[src/include/sas_params.svh]
/*
 * Constants for the speed alarm supervisor: limits, digit counts,
 * reset values and timing counts.
 * Assumes inclusion by bare name from the include folder.
 */
`ifndef SAS_PARAMS_SVH
`define SAS_PARAMS_SVH

// ====================
// Timing
`define SAS_HALF_SEC_CYCLES 25000000
`define SAS_TIMEOUT_S 10
`define SAS_MAX_DELAY_S 3600

// ====================
// Entry formats and reset values
`define SAS_SPEED_DIGITS 7
`define SAS_HOURS_DIGITS 5
`define SAS_CODE_DIGITS 4
`define SAS_BYPASS_CODE 16'h0000
`define SAS_CODE_RESET 16'h0000
`define SAS_SP_RESET 28'h000_0000
`define SAS_HOURS_MASK 28'h00F_FFFF

`endif

[src/include/sas_pkg.sv]
/*
 * Types shared by the speed alarm supervisor modules.
 * Assumes compilation before every design file.
 */
package sas_pkg;

    typedef logic [27:0] sas_bcd7_t;

    typedef enum logic [2:0] {
        SAS_DISPLAY,
        SAS_CODE_PROMPT,
        SAS_CODE_EDIT,
        SAS_SP_PROMPT,
        SAS_SP_EDIT
    } sas_menu_t;

endpackage

[src/verilog/sas_alarm_channel.sv]
/*
 * One alarm channel: setpoint comparison, delay, silence, output.
 * Assumes ticks and accept pulses come from the same clock domain.
 */
`timescale 1ns/1ps
`include "sas_params.svh"

module sas_alarm_channel (
    // Clock and pacing
    input wire logic clk,
    input wire logic srst,
    input wire logic ce,
    input wire logic half_tick,
    input wire logic sec_tick,
    input wire logic blink,
    // Configuration
    input wire logic enable,
    input wire logic type_speed,
    input wire logic high,
    input wire logic norm_closed,
    input wire logic [23:0] hysteresis,
    input wire logic [11:0] delay_s,
    input wire logic [15:0] silence_bcd,
    input wire sas_pkg::sas_bcd7_t setpoint,
    // Measurements and operator
    input wire logic [23:0] speed,
    input wire logic [16:0] hours,
    input wire logic accept,
    // Results
    output logic switch_closed,
    output logic annunciator,
    output logic active,
    output logic type_changed
);
    import sas_pkg::*;

    function automatic logic [23:0] bcd_to_bin(input sas_bcd7_t b);
        logic [23:0] acc;
        acc = 24'h00_0000;
        for (int i = 6; i >= 0; i--) begin
            acc = 24'(acc * 24'h00_000A) + {20'h0_0000, b[4*i +: 4]};
        end
        return acc;
    endfunction

    logic cond;
    logic type_q;
    logic primed;
    logic locked;
    logic silenced;
    logic tripped;
    logic armed;
    logic [11:0] dly_cnt;
    logic [11:0] dly_lim;
    logic [13:0] sil_cnt;
    logic [23:0] sil_bin;
    logic [24:0] value;
    logic [24:0] sp_bin;
    logic [24:0] hyst;

    assign dly_lim = (delay_s > 12'(`SAS_MAX_DELAY_S)) ?
        12'(`SAS_MAX_DELAY_S) : delay_s;
    assign sil_bin = bcd_to_bin({12'h000, silence_bcd});
    assign value = type_speed ? {1'b0, speed} : {8'h00, hours};
    assign sp_bin = {1'b0, bcd_to_bin(setpoint)};
    assign hyst = type_speed ? {1'b0, hysteresis} : 25'h000_0000;
    assign armed = enable & ~locked;
    assign tripped = cond & (dly_cnt >= dly_lim);

    // ====================
    // Type change locks the alarm off until it is disabled.
    always_ff @(posedge clk) begin
        if (srst) begin
            type_q <= 1'b1;
            primed <= 1'b0;
            locked <= 1'b0;
            type_changed <= 1'b0;
        end else if (ce) begin
            type_q <= type_speed;
            primed <= 1'b1;
            type_changed <= primed & (type_q != type_speed);
            if (primed & (type_q != type_speed)) begin
                locked <= 1'b1;
            end else if (!enable) begin
                locked <= 1'b0;
            end
        end
    end

    // ====================
    // Comparison, refreshed every half second.
    always_ff @(posedge clk) begin
        if (srst) begin
            cond <= 1'b0;
        end else if (ce) begin
            if (!armed) begin
                cond <= 1'b0;
            end else if (half_tick) begin
                if (high) begin
                    cond <= cond ? (value + hyst >= sp_bin) :
                        (value >= sp_bin);
                end else begin
                    cond <= cond ? (value <= sp_bin + hyst) :
                        (value <= sp_bin);
                end
            end
        end
    end

    // ====================
    // Delay and silence timers.
    always_ff @(posedge clk) begin
        if (srst) begin
            dly_cnt <= 12'h000;
        end else if (ce) begin
            if (!cond) begin
                dly_cnt <= 12'h000;
            end else if (sec_tick && dly_cnt < dly_lim) begin
                dly_cnt <= dly_cnt + 12'h001;
            end
        end
    end

    always_ff @(posedge clk) begin
        if (srst) begin
            silenced <= 1'b0;
            sil_cnt <= 14'h0000;
        end else if (ce) begin
            if (!cond) begin
                silenced <= 1'b0;
                sil_cnt <= 14'h0000;
            end else if (!silenced) begin
                sil_cnt <= 14'h0000;
                if (accept && tripped && sil_bin != 24'h00_0000) begin
                    silenced <= 1'b1;
                end
            end else if (sec_tick) begin
                sil_cnt <= sil_cnt + 14'h0001;
                if (sil_cnt + 14'h0001 >= sil_bin[13:0]) begin
                    silenced <= 1'b0;
                end
            end
        end
    end

    // ====================
    // Output switch and annunciator.
    always_ff @(posedge clk) begin
        if (srst) begin
            active <= 1'b0;
            switch_closed <= 1'b0;
            annunciator <= 1'b0;
        end else if (ce) begin
            active <= tripped & ~silenced;
            switch_closed <= (tripped & ~silenced) ^ norm_closed;
            annunciator <= (tripped & ~silenced) |
                (cond & blink);
        end
    end

endmodule

[src/verilog/sas_supervisor.sv]
/*
 * Speed alarm supervisor: two alarm channels, the direct setpoint
 * menu with its access code, digit editing and display flashing.
 * Assumes buttons arrive asynchronously from pins; measurements and
 * configuration come from logic on clk.
 */
// Behaviour
// - Hysteresis only on speed alarms.
// - High alarm: on at setpoint or above, off below it less hysteresis.
// - Delay in whole seconds, 0 to 3600.
// - Zero delay activates at once.
// - Lamp flashes during delay, then output on, lamp steady.
// - Nonzero silence time: programme press in display accepts.
// - Accept holds output at rest for the silence time.
// - Lamp flashes while silenced.
// - Silence time is decimal seconds.
// - Flash option alternates value and alarm id.
// - Programme plus up in display opens menu if enabled.
// - Menu refused while disabled.
// - Four-digit menu code; 0000 skips it.
// - New code adopted only in display mode.
// - Code prompt and digit entry precede setpoints.
// - Wrong code or ten idle seconds exit to display.
// - Up or down toggles first and second setpoint.
// - Prompt shows speed or hours by alarm type.
// - Flashing digit: up/down change, programme next, last stores.
// - Compare twice per second.
// - Speed setpoints seven digits, hours five.
// - Type change clears setpoint and disables alarm.
// - Output open or closed at rest, opposite when active.
`timescale 1ns/1ps
`include "sas_params.svh"

module sas_supervisor #(
    parameter int unsigned HALF_SEC_CYCLES = `SAS_HALF_SEC_CYCLES
) (
    // Clock, reset and enable
    input wire logic clk,
    input wire logic srst,
    input wire logic ce,
    // Push buttons
    input wire logic btn_prog,
    input wire logic btn_up,
    input wire logic btn_down,
    // Measurements
    input wire logic [23:0] speed_value,
    input wire logic [16:0] runtime_hours,
    // Alarm configuration
    input wire logic [1:0] alarm_enable,
    input wire logic [1:0] speed_type,
    input wire logic [1:0] alarm_high,
    input wire logic [1:0] alarm_norm_closed,
    input wire logic [1:0][23:0] hysteresis_setting,
    input wire logic [1:0][11:0] activation_delay_setting,
    input wire logic [1:0][15:0] silence_time_bcd,
    input wire logic [1:0] display_flash_option,
    // Direct setpoint menu configuration
    input wire logic direct_setpoint_menu,
    input wire logic [15:0] access_code_entry,
    input wire logic [1:0] sp_load,
    input wire sas_pkg::sas_bcd7_t sp_load_value,
    // Alarm outputs
    output logic [1:0] alarm_switch,
    output logic [1:0] annunciator,
    // Menu and display
    output sas_pkg::sas_menu_t menu_state,
    output logic second_setpoint_prompt,
    output logic prompt_hours,
    output sas_pkg::sas_bcd7_t edit_value,
    output logic [2:0] edit_digit,
    output logic edit_blink,
    output logic show_alarm_id,
    output logic second_alarm_id,
    // Stored setpoints
    output sas_pkg::sas_bcd7_t first_setpoint,
    output sas_pkg::sas_bcd7_t second_setpoint
);
    import sas_pkg::*;

    localparam logic [24:0] HALF_LAST = 25'(HALF_SEC_CYCLES - 1);

    sas_menu_t next_state;
    sas_bcd7_t setpoint [2];

    logic [24:0] half_cnt;
    logic half_tick;
    logic phase;
    logic sec_tick;
    logic [2:0] btn_meta;
    logic [2:0] btn_sync;
    logic [2:0] btn_prev;
    logic [2:0] rise;
    logic prog_rise;
    logic up_rise;
    logic down_rise;
    logic combo;
    logic accept;
    logic [15:0] active_code;
    logic [3:0] idle_cnt;
    logic time_out;
    logic sel;
    logic last_digit;
    logic editing;
    logic store;
    logic [2:0] top_digit;
    logic [3:0] cur_digit;
    logic [1:0] ch_active;
    logic [1:0] ch_type_changed;
    logic [1:0] flashing;

    // ====================
    // Half-second and one-second pacing.
    always_ff @(posedge clk) begin
        if (srst) begin
            half_cnt <= 25'h000_0000;
            half_tick <= 1'b0;
        end else if (ce) begin
            half_tick <= (half_cnt == HALF_LAST);
            if (half_cnt == HALF_LAST) begin
                half_cnt <= 25'h000_0000;
            end else begin
                half_cnt <= half_cnt + 25'h000_0001;
            end
        end
    end

    always_ff @(posedge clk) begin
        if (srst) begin
            phase <= 1'b0;
        end else if (ce && half_tick) begin
            phase <= ~phase;
        end
    end

    assign sec_tick = half_tick & phase;

    // ====================
    // Button synchronisers and press detection.
    always_ff @(posedge clk) begin
        if (srst) begin
            btn_meta <= 3'h0;
            btn_sync <= 3'h0;
            btn_prev <= 3'h0;
        end else if (ce) begin
            btn_meta <= {btn_down, btn_up, btn_prog};
            btn_sync <= btn_meta;
            btn_prev <= btn_sync;
        end
    end

    assign rise = btn_sync & ~btn_prev;
    assign prog_rise = rise[0];
    assign up_rise = rise[1];
    assign down_rise = rise[2];
    assign combo = btn_sync[0] & btn_sync[1] & (prog_rise | up_rise);
    assign accept = (menu_state == SAS_DISPLAY) & prog_rise &
        ~btn_sync[1];

    // ====================
    // Alarm channels.
    for (genvar i = 0; i < 2; i++) begin : g_ch
        sas_alarm_channel u_ch (
            .clk(clk),
            .srst(srst),
            .ce(ce),
            .half_tick(half_tick),
            .sec_tick(sec_tick),
            .blink(phase),
            .enable(alarm_enable[i]),
            .type_speed(speed_type[i]),
            .high(alarm_high[i]),
            .norm_closed(alarm_norm_closed[i]),
            .hysteresis(hysteresis_setting[i]),
            .delay_s(activation_delay_setting[i]),
            .silence_bcd(silence_time_bcd[i]),
            .setpoint(setpoint[i]),
            .speed(speed_value),
            .hours(runtime_hours),
            .accept(accept),
            .switch_closed(alarm_switch[i]),
            .annunciator(annunciator[i]),
            .active(ch_active[i]),
            .type_changed(ch_type_changed[i])
        );
    end

    // ====================
    // Access code, adopted only while in display mode.
    always_ff @(posedge clk) begin
        if (srst) begin
            active_code <= `SAS_CODE_RESET;
        end else if (ce && menu_state == SAS_DISPLAY) begin
            active_code <= access_code_entry;
        end
    end

    // ====================
    // Idle timeout inside the menu.
    always_ff @(posedge clk) begin
        if (srst) begin
            idle_cnt <= 4'h0;
        end else if (ce) begin
            if (menu_state == SAS_DISPLAY || rise != 3'h0) begin
                idle_cnt <= 4'h0;
            end else if (sec_tick && !time_out) begin
                idle_cnt <= idle_cnt + 4'h1;
            end
        end
    end

    assign time_out = (idle_cnt >= 4'(`SAS_TIMEOUT_S));

    // ====================
    // Menu sequencing.
    assign last_digit = (edit_digit == 3'h0);
    assign editing = (menu_state == SAS_CODE_EDIT) |
        (menu_state == SAS_SP_EDIT);
    assign store = (menu_state == SAS_SP_EDIT) & prog_rise & last_digit;

    always_comb begin
        next_state = menu_state;
        unique case (menu_state)
            SAS_DISPLAY: begin
                if (combo && direct_setpoint_menu) begin
                    next_state = (active_code == `SAS_BYPASS_CODE) ?
                        SAS_SP_PROMPT : SAS_CODE_PROMPT;
                end
            end
            SAS_CODE_PROMPT: begin
                if (prog_rise) begin
                    next_state = SAS_CODE_EDIT;
                end
            end
            SAS_CODE_EDIT: begin
                if (prog_rise && last_digit) begin
                    next_state = (edit_value[15:0] == active_code) ?
                        SAS_SP_PROMPT : SAS_DISPLAY;
                end
            end
            SAS_SP_PROMPT: begin
                if (combo) begin
                    next_state = SAS_DISPLAY;
                end else if (prog_rise) begin
                    next_state = SAS_SP_EDIT;
                end
            end
            SAS_SP_EDIT: begin
                if (store) begin
                    next_state = SAS_SP_PROMPT;
                end
            end
        endcase
        if (menu_state != SAS_DISPLAY && time_out) begin
            next_state = SAS_DISPLAY;
        end
    end

    always_ff @(posedge clk) begin
        if (srst) begin
            menu_state <= SAS_DISPLAY;
        end else if (ce) begin
            menu_state <= next_state;
        end
    end

    // ====================
    // Setpoint prompt selection.
    always_ff @(posedge clk) begin
        if (srst) begin
            sel <= 1'b0;
        end else if (ce) begin
            if (menu_state == SAS_DISPLAY) begin
                sel <= 1'b0;
            end else if (menu_state == SAS_SP_PROMPT &&
                         (up_rise ^ down_rise)) begin
                sel <= ~sel;
            end
        end
    end

    // ====================
    // Digit editor.
    assign top_digit = speed_type[sel] ?
        3'(`SAS_SPEED_DIGITS - 1) : 3'(`SAS_HOURS_DIGITS - 1);
    assign cur_digit = edit_value[4*edit_digit +: 4];

    always_ff @(posedge clk) begin
        if (srst) begin
            edit_value <= `SAS_SP_RESET;
            edit_digit <= 3'h0;
        end else if (ce) begin
            if (menu_state == SAS_CODE_PROMPT && prog_rise) begin
                edit_value <= `SAS_SP_RESET;
                edit_digit <= 3'(`SAS_CODE_DIGITS - 1);
            end else if (menu_state == SAS_SP_PROMPT && prog_rise &&
                         !combo) begin
                edit_value <= setpoint[sel];
                edit_digit <= top_digit;
            end else if (editing) begin
                if (up_rise && !down_rise) begin
                    edit_value[4*edit_digit +: 4] <= (cur_digit == 4'h9) ?
                        4'h0 : cur_digit + 4'h1;
                end else if (down_rise && !up_rise) begin
                    edit_value[4*edit_digit +: 4] <= (cur_digit == 4'h0) ?
                        4'h9 : cur_digit - 4'h1;
                end else if (prog_rise && !last_digit) begin
                    edit_digit <= edit_digit - 3'h1;
                end
            end
        end
    end

    // ====================
    // Setpoint storage.
    always_ff @(posedge clk) begin
        if (srst) begin
            setpoint[0] <= `SAS_SP_RESET;
            setpoint[1] <= `SAS_SP_RESET;
        end else if (ce) begin
            for (int i = 0; i < 2; i++) begin
                if (ch_type_changed[i]) begin
                    setpoint[i] <= `SAS_SP_RESET;
                end else if (store && sel == 1'(i)) begin
                    setpoint[i] <= speed_type[i] ? edit_value :
                        (edit_value & `SAS_HOURS_MASK);
                end else if (sp_load[i]) begin
                    setpoint[i] <= speed_type[i] ? sp_load_value :
                        (sp_load_value & `SAS_HOURS_MASK);
                end
            end
        end
    end

    assign first_setpoint = setpoint[0];
    assign second_setpoint = setpoint[1];

    // ====================
    // Display indications.
    assign flashing = ch_active & display_flash_option;

    always_ff @(posedge clk) begin
        if (srst) begin
            second_setpoint_prompt <= 1'b0;
            prompt_hours <= 1'b0;
            edit_blink <= 1'b0;
            show_alarm_id <= 1'b0;
            second_alarm_id <= 1'b0;
        end else if (ce) begin
            second_setpoint_prompt <= sel;
            prompt_hours <= ~speed_type[sel];
            edit_blink <= editing & phase;
            show_alarm_id <= (menu_state == SAS_DISPLAY) &
                (flashing != 2'h0) & phase;
            second_alarm_id <= ~flashing[0];
        end
    end

endmodule

[config.mk]
export PLATFORM = sky130hd
export DESIGN_NAME = sas_supervisor
export DESIGN_NICKNAME = d
export VERILOG_FILES = /design/src/include/sas_pkg.sv /design/src/verilog/sas_alarm_channel.sv /design/src/verilog/sas_supervisor.sv
export VERILOG_INCLUDE_DIRS = /design/src /design/src/include
export SDC_FILE = /design/constraint.sdc
export NUM_CORES = 2
export LEC_CHECK = 0
export ABC_AREA = 1
export BUFFER_PORTS_ARGS = -buffer_cell sky130_fd_sc_hd__clkbuf_2
export CORE_ASPECT_RATIO = 0.75
export CORE_MARGIN = 3
export CORE_UTILIZATION = 40
export DETAILED_ROUTE_END_ITERATION = 8
export REMOVE_ABC_BUFFERS = 1
export SLEW_MARGIN = 10
export SYNTH_ARGS = -nofsm -noshare
export SYNTH_HDL_FRONTEND = slang
export SYNTH_SLANG_ARGS = --single-unit
[constraint.sdc]
create_clock -name clk -period 24.9 [get_ports clk]
set_input_delay 1.245 -clock clk [delete_from_list [all_inputs] [get_ports clk]]
set_output_delay 1.245 -clock clk [all_outputs]
set_load 0.005 [all_outputs]
==> results.md <==
* Cts repair resizes at 0
* Crit path max-delay cell type: edfxtp_1
* Required @ worst endpoint at 25.39 ns
* Slew headroom at 23.07%
* Reg area at 0.005005 mm^2
* First-iteration detailed-routing DRC count at 2524
* Async set-reset flop share out of synthesis at 0%
* Flops & latches, synth at 222
* Slew Viols, Final at 0
* Global-route wire length before repair at 185900 um
* Crit path time final at 14.24 ns
* Antenna-violating nets left at 0
* DRT Wirelength at 116100 um
* Num CTS Buffers at 28
* Die footprint at 0.1003 mm^2
* Final setup vio count at 0
* Crit path launch type: register
* Worst Tran Pin Value at 1.142 ns
* HPWL Detailed at 98980 um
* R2R setup slack at 10.66 ns
* IO Pins at 307
* Hold Path Class: reg2reg
* Setup CP Type: reg2reg
* Syn_area_per_cell at 6.613 um^2
* Post-synthesis cell count at 5840
* DRT Pass-1 Iters at 5
* Cts hold-fix bufs at 0
* Status: complete, no violations
* Vias/cell at 5.158
* Max Clock Freq at 70.23 MHz
* Number of H-tree levels at 1
* RSZ-0062 raised after global routing: false
* Post-synth cell types at 69
* Largest family of logic cells by synthesized area: adder cells
* Max-cap violations at 0
* Simple-Gate Fraction of Synth Area at 25.64%
* Area of the multi-input gates at 0.02964 mm^2
* Initial core utilization at 40.43%
* Post-Synth Adder-Cell Area at 26.28%
* Core box area at 0.09552 mm^2
* WL/cell at 15.71 um
* Largest stage delay, worst path at 0.57 ns
* CP dominant cell by count: ha_1
* Layout cells sized above 1 at 7.755%
* Xor-xnor portion of the synthesized cell area at 9.334%
* Initial antenna violation count at 7
* Vias in the first global route at 35770
* Fillers at 10170
* P&R area growth vs syn at 10.06%
* # rows at 98
* GRT overflow at 0
* Die H at 275.1 um
* Synth Area in Compound Gates at 15.44%
* Post-CTS setup buffer count at 0
* Period utilization at 57.19%
* Top FF cell, synth: dfxtp_1
* Via count at 38130
* Worst setup EP type: register
* Critical path peak fanout at 6
* Clk buf depth at 3
* Clock-pin slew on the worst setup and hold paths at 0.08 ns
* CTS tree: done
* Arrival time at the worst endpoint at 14.73 ns
* Chip Width at 364.8 um
* Nets at 7111
* Synthesized cell area at 0.03862 mm^2
* Hold_ws at 0.4496 ns
* IO Port Bufs at 306
* Post-synthesis sequential area ratio at 12.96%
* EDFF count, synth at 56
* Clock skew at 0.06318 ns
* Placed Cells at 7336
* Setup tns final at 0 ns
* Root Driver: clkbuf_16
* Drt drc at 0
* Yosys warning count at 0
* Placer Congestion at 0.9440
* Cell Count, Final, Fillers Out at 7392
* Clk Latency, worst-skew pair at 0.60 ns
* Largest net degree at the start of global routing at 64
* Final hold vios at 0
* Total track usage at 22.72%
* Sinks on Clock Net at 222
* Post-synthesis mux area share at 0%
[cell type report]
| class | count | share of cell area, % |
|---|---|---|
| well taps | 1250 | 3.680 |
| multi-input cells | 4564 | 69.73 |
| clock buffers | 41 | 1.928 |
| clock inverters | 11 | 0.3062 |
| repair buffers | 325 | 3.945 |
| inverters | 975 | 8.611 |
| diodes | 4 | 0.02355 |
| flip-flops and latches | 222 | 11.78 |
[path summary, 6_finish.rpt]
check                                                       to                          start  depth (start not counted)
worst min register to register       half_cnt[24]$_SDFFE_PP0P_      half_cnt[24]$_SDFFE_PP0P_                          1
worst max-delay path            g_ch[1].u_ch.cond$_SDFFE_PP0P_  setpoint[1][25]$_SDFFCE_PN0P_                         74
worst max register to register  g_ch[1].u_ch.cond$_SDFFE_PP0P_  setpoint[1][25]$_SDFFCE_PN0P_                         74
worst min-delay path                 half_cnt[24]$_SDFFE_PP0P_      half_cnt[24]$_SDFFE_PP0P_                          1
[stage by stage]
step | setup slack, ns | cell area (um^2) | util [%]
after floorplan | 12.66 | 38300 | -
after global placement | 10.76 | 41540 | 43.49
after detailed placement | 10.71 | 41540 | 43.49
after CTS | 10.65 | 42490 | 44.49
after global routing | 9.232 | 42500 | 44.49
final | 10.66 | 42500 | 44.50
[registers in the layout (all words and copies together) (netlist names), 3 cells and up, named ones only]
signal	count
setpoint	56
edit_value	28
g_ch.u_ch.sil_cnt	28
half_cnt	25
g_ch.u_ch.dly_cnt	24
active_code	16
idle_cnt	4
btn_meta	3
btn_prev	3
btn_sync	3
edit_digit	3
menu_state	3
[critical path, delay by kind of cell (launching register included)]
family	cells	cell delay, ns
flops	1	0.57
fa+ha+maj	15	4.94
buf+inv	10	0.73
simple gates	28	3.63
compound gates	11	1.87
xor+xnor	10	2.36
[cells by family (layout without fill, tap and decap cells)]
family,Yosys count,after routing
XOR/XNOR,409,409
buffers and inverters,1059,1352
AO/OA/AOI/OAI,1073,1073
flip-flops,222,222
other,1,10
AND/OR/NAND/NOR,2289,2289
adder cells (fa/ha/maj),787,787
[layer usage]
layer | GRT usage (%) | up-vias | wire length [um]
met1 | 31.82 | 17160 | 56400
met2 | 36.03 | 866 | 48470
met3 | 4.167 | 135 | 8290
met5 | 0 | - | 48
li1 | - | 19960 | -
met4 | 5.176 | 8 | 2886
[cells in the final DEF (no fill, tap or decap), drive strengths merged, types with 32 or more instances in the layout]
master | netlist | layout
nand2 | 1205 | 1205
inv | 972 | 974
ha | 747 | 747
a21oi | 524 | 524
nor2 | 477 | 477
clkbuf | 73 | 345
o21ai | 327 | 327
nand3 | 286 | 286
xor2 | 263 | 263
dfxtp | 166 | 166
xnor2 | 146 | 146
nand4 | 108 | 108
nor3 | 86 | 86
edfxtp | 56 | 56
nor4 | 42 | 42
fa | 40 | 40
o31ai | 32 | 32
[synth_stat cells (all sizes together), types with 2 or more instances]
| library cell | count | area (um^2) |
|---|---|---|
| a211oi | 30 | 225.2 |
| a21boi | 9 | 67.57 |
| a21o | 25 | 187.7 |
| a21oi | 524 | 2634 |
| a221oi | 5 | 43.79 |
| a311oi | 2 | 17.52 |
| a31o | 2 | 17.52 |
| a31oi | 18 | 112.6 |
| and2 | 13 | 81.33 |
| buf | 11 | 58.81 |
| clkbuf | 73 | 274.0 |
| clkinv | 3 | 11.26 |
| dfxtp | 166 | 3323 |
| edfxtp | 56 | 1682 |
| fa | 40 | 800.8 |
| ha | 747 | 9346 |
| inv | 972 | 3649 |
| nand2 | 1205 | 4568 |
| nand3 | 286 | 1481 |
| nand3b | 23 | 172.7 |
| nand4 | 108 | 675.7 |
| nor2 | 477 | 1871 |
| nor3 | 86 | 445.4 |
| nor3b | 13 | 102.6 |
| nor4 | 42 | 269.0 |
| nor4b | 2 | 17.52 |
| o2111ai | 2 | 17.52 |
| o211ai | 17 | 127.6 |
| o21a | 16 | 120.1 |
| o21ai | 327 | 1652 |
| o21bai | 18 | 138.9 |
| o221ai | 7 | 61.31 |
| o22ai | 21 | 137.6 |
| o31ai | 32 | 240.2 |
| o32ai | 10 | 87.58 |
| o41ai | 3 | 26.28 |
| or2 | 29 | 181.4 |
| or3 | 2 | 12.51 |
| xnor2 | 146 | 1279 |
| xor2 | 263 | 2326 |
Power is not shown: default switching activity piles up to over one toggle a cycle in this logic, so the estimate is an artifact.
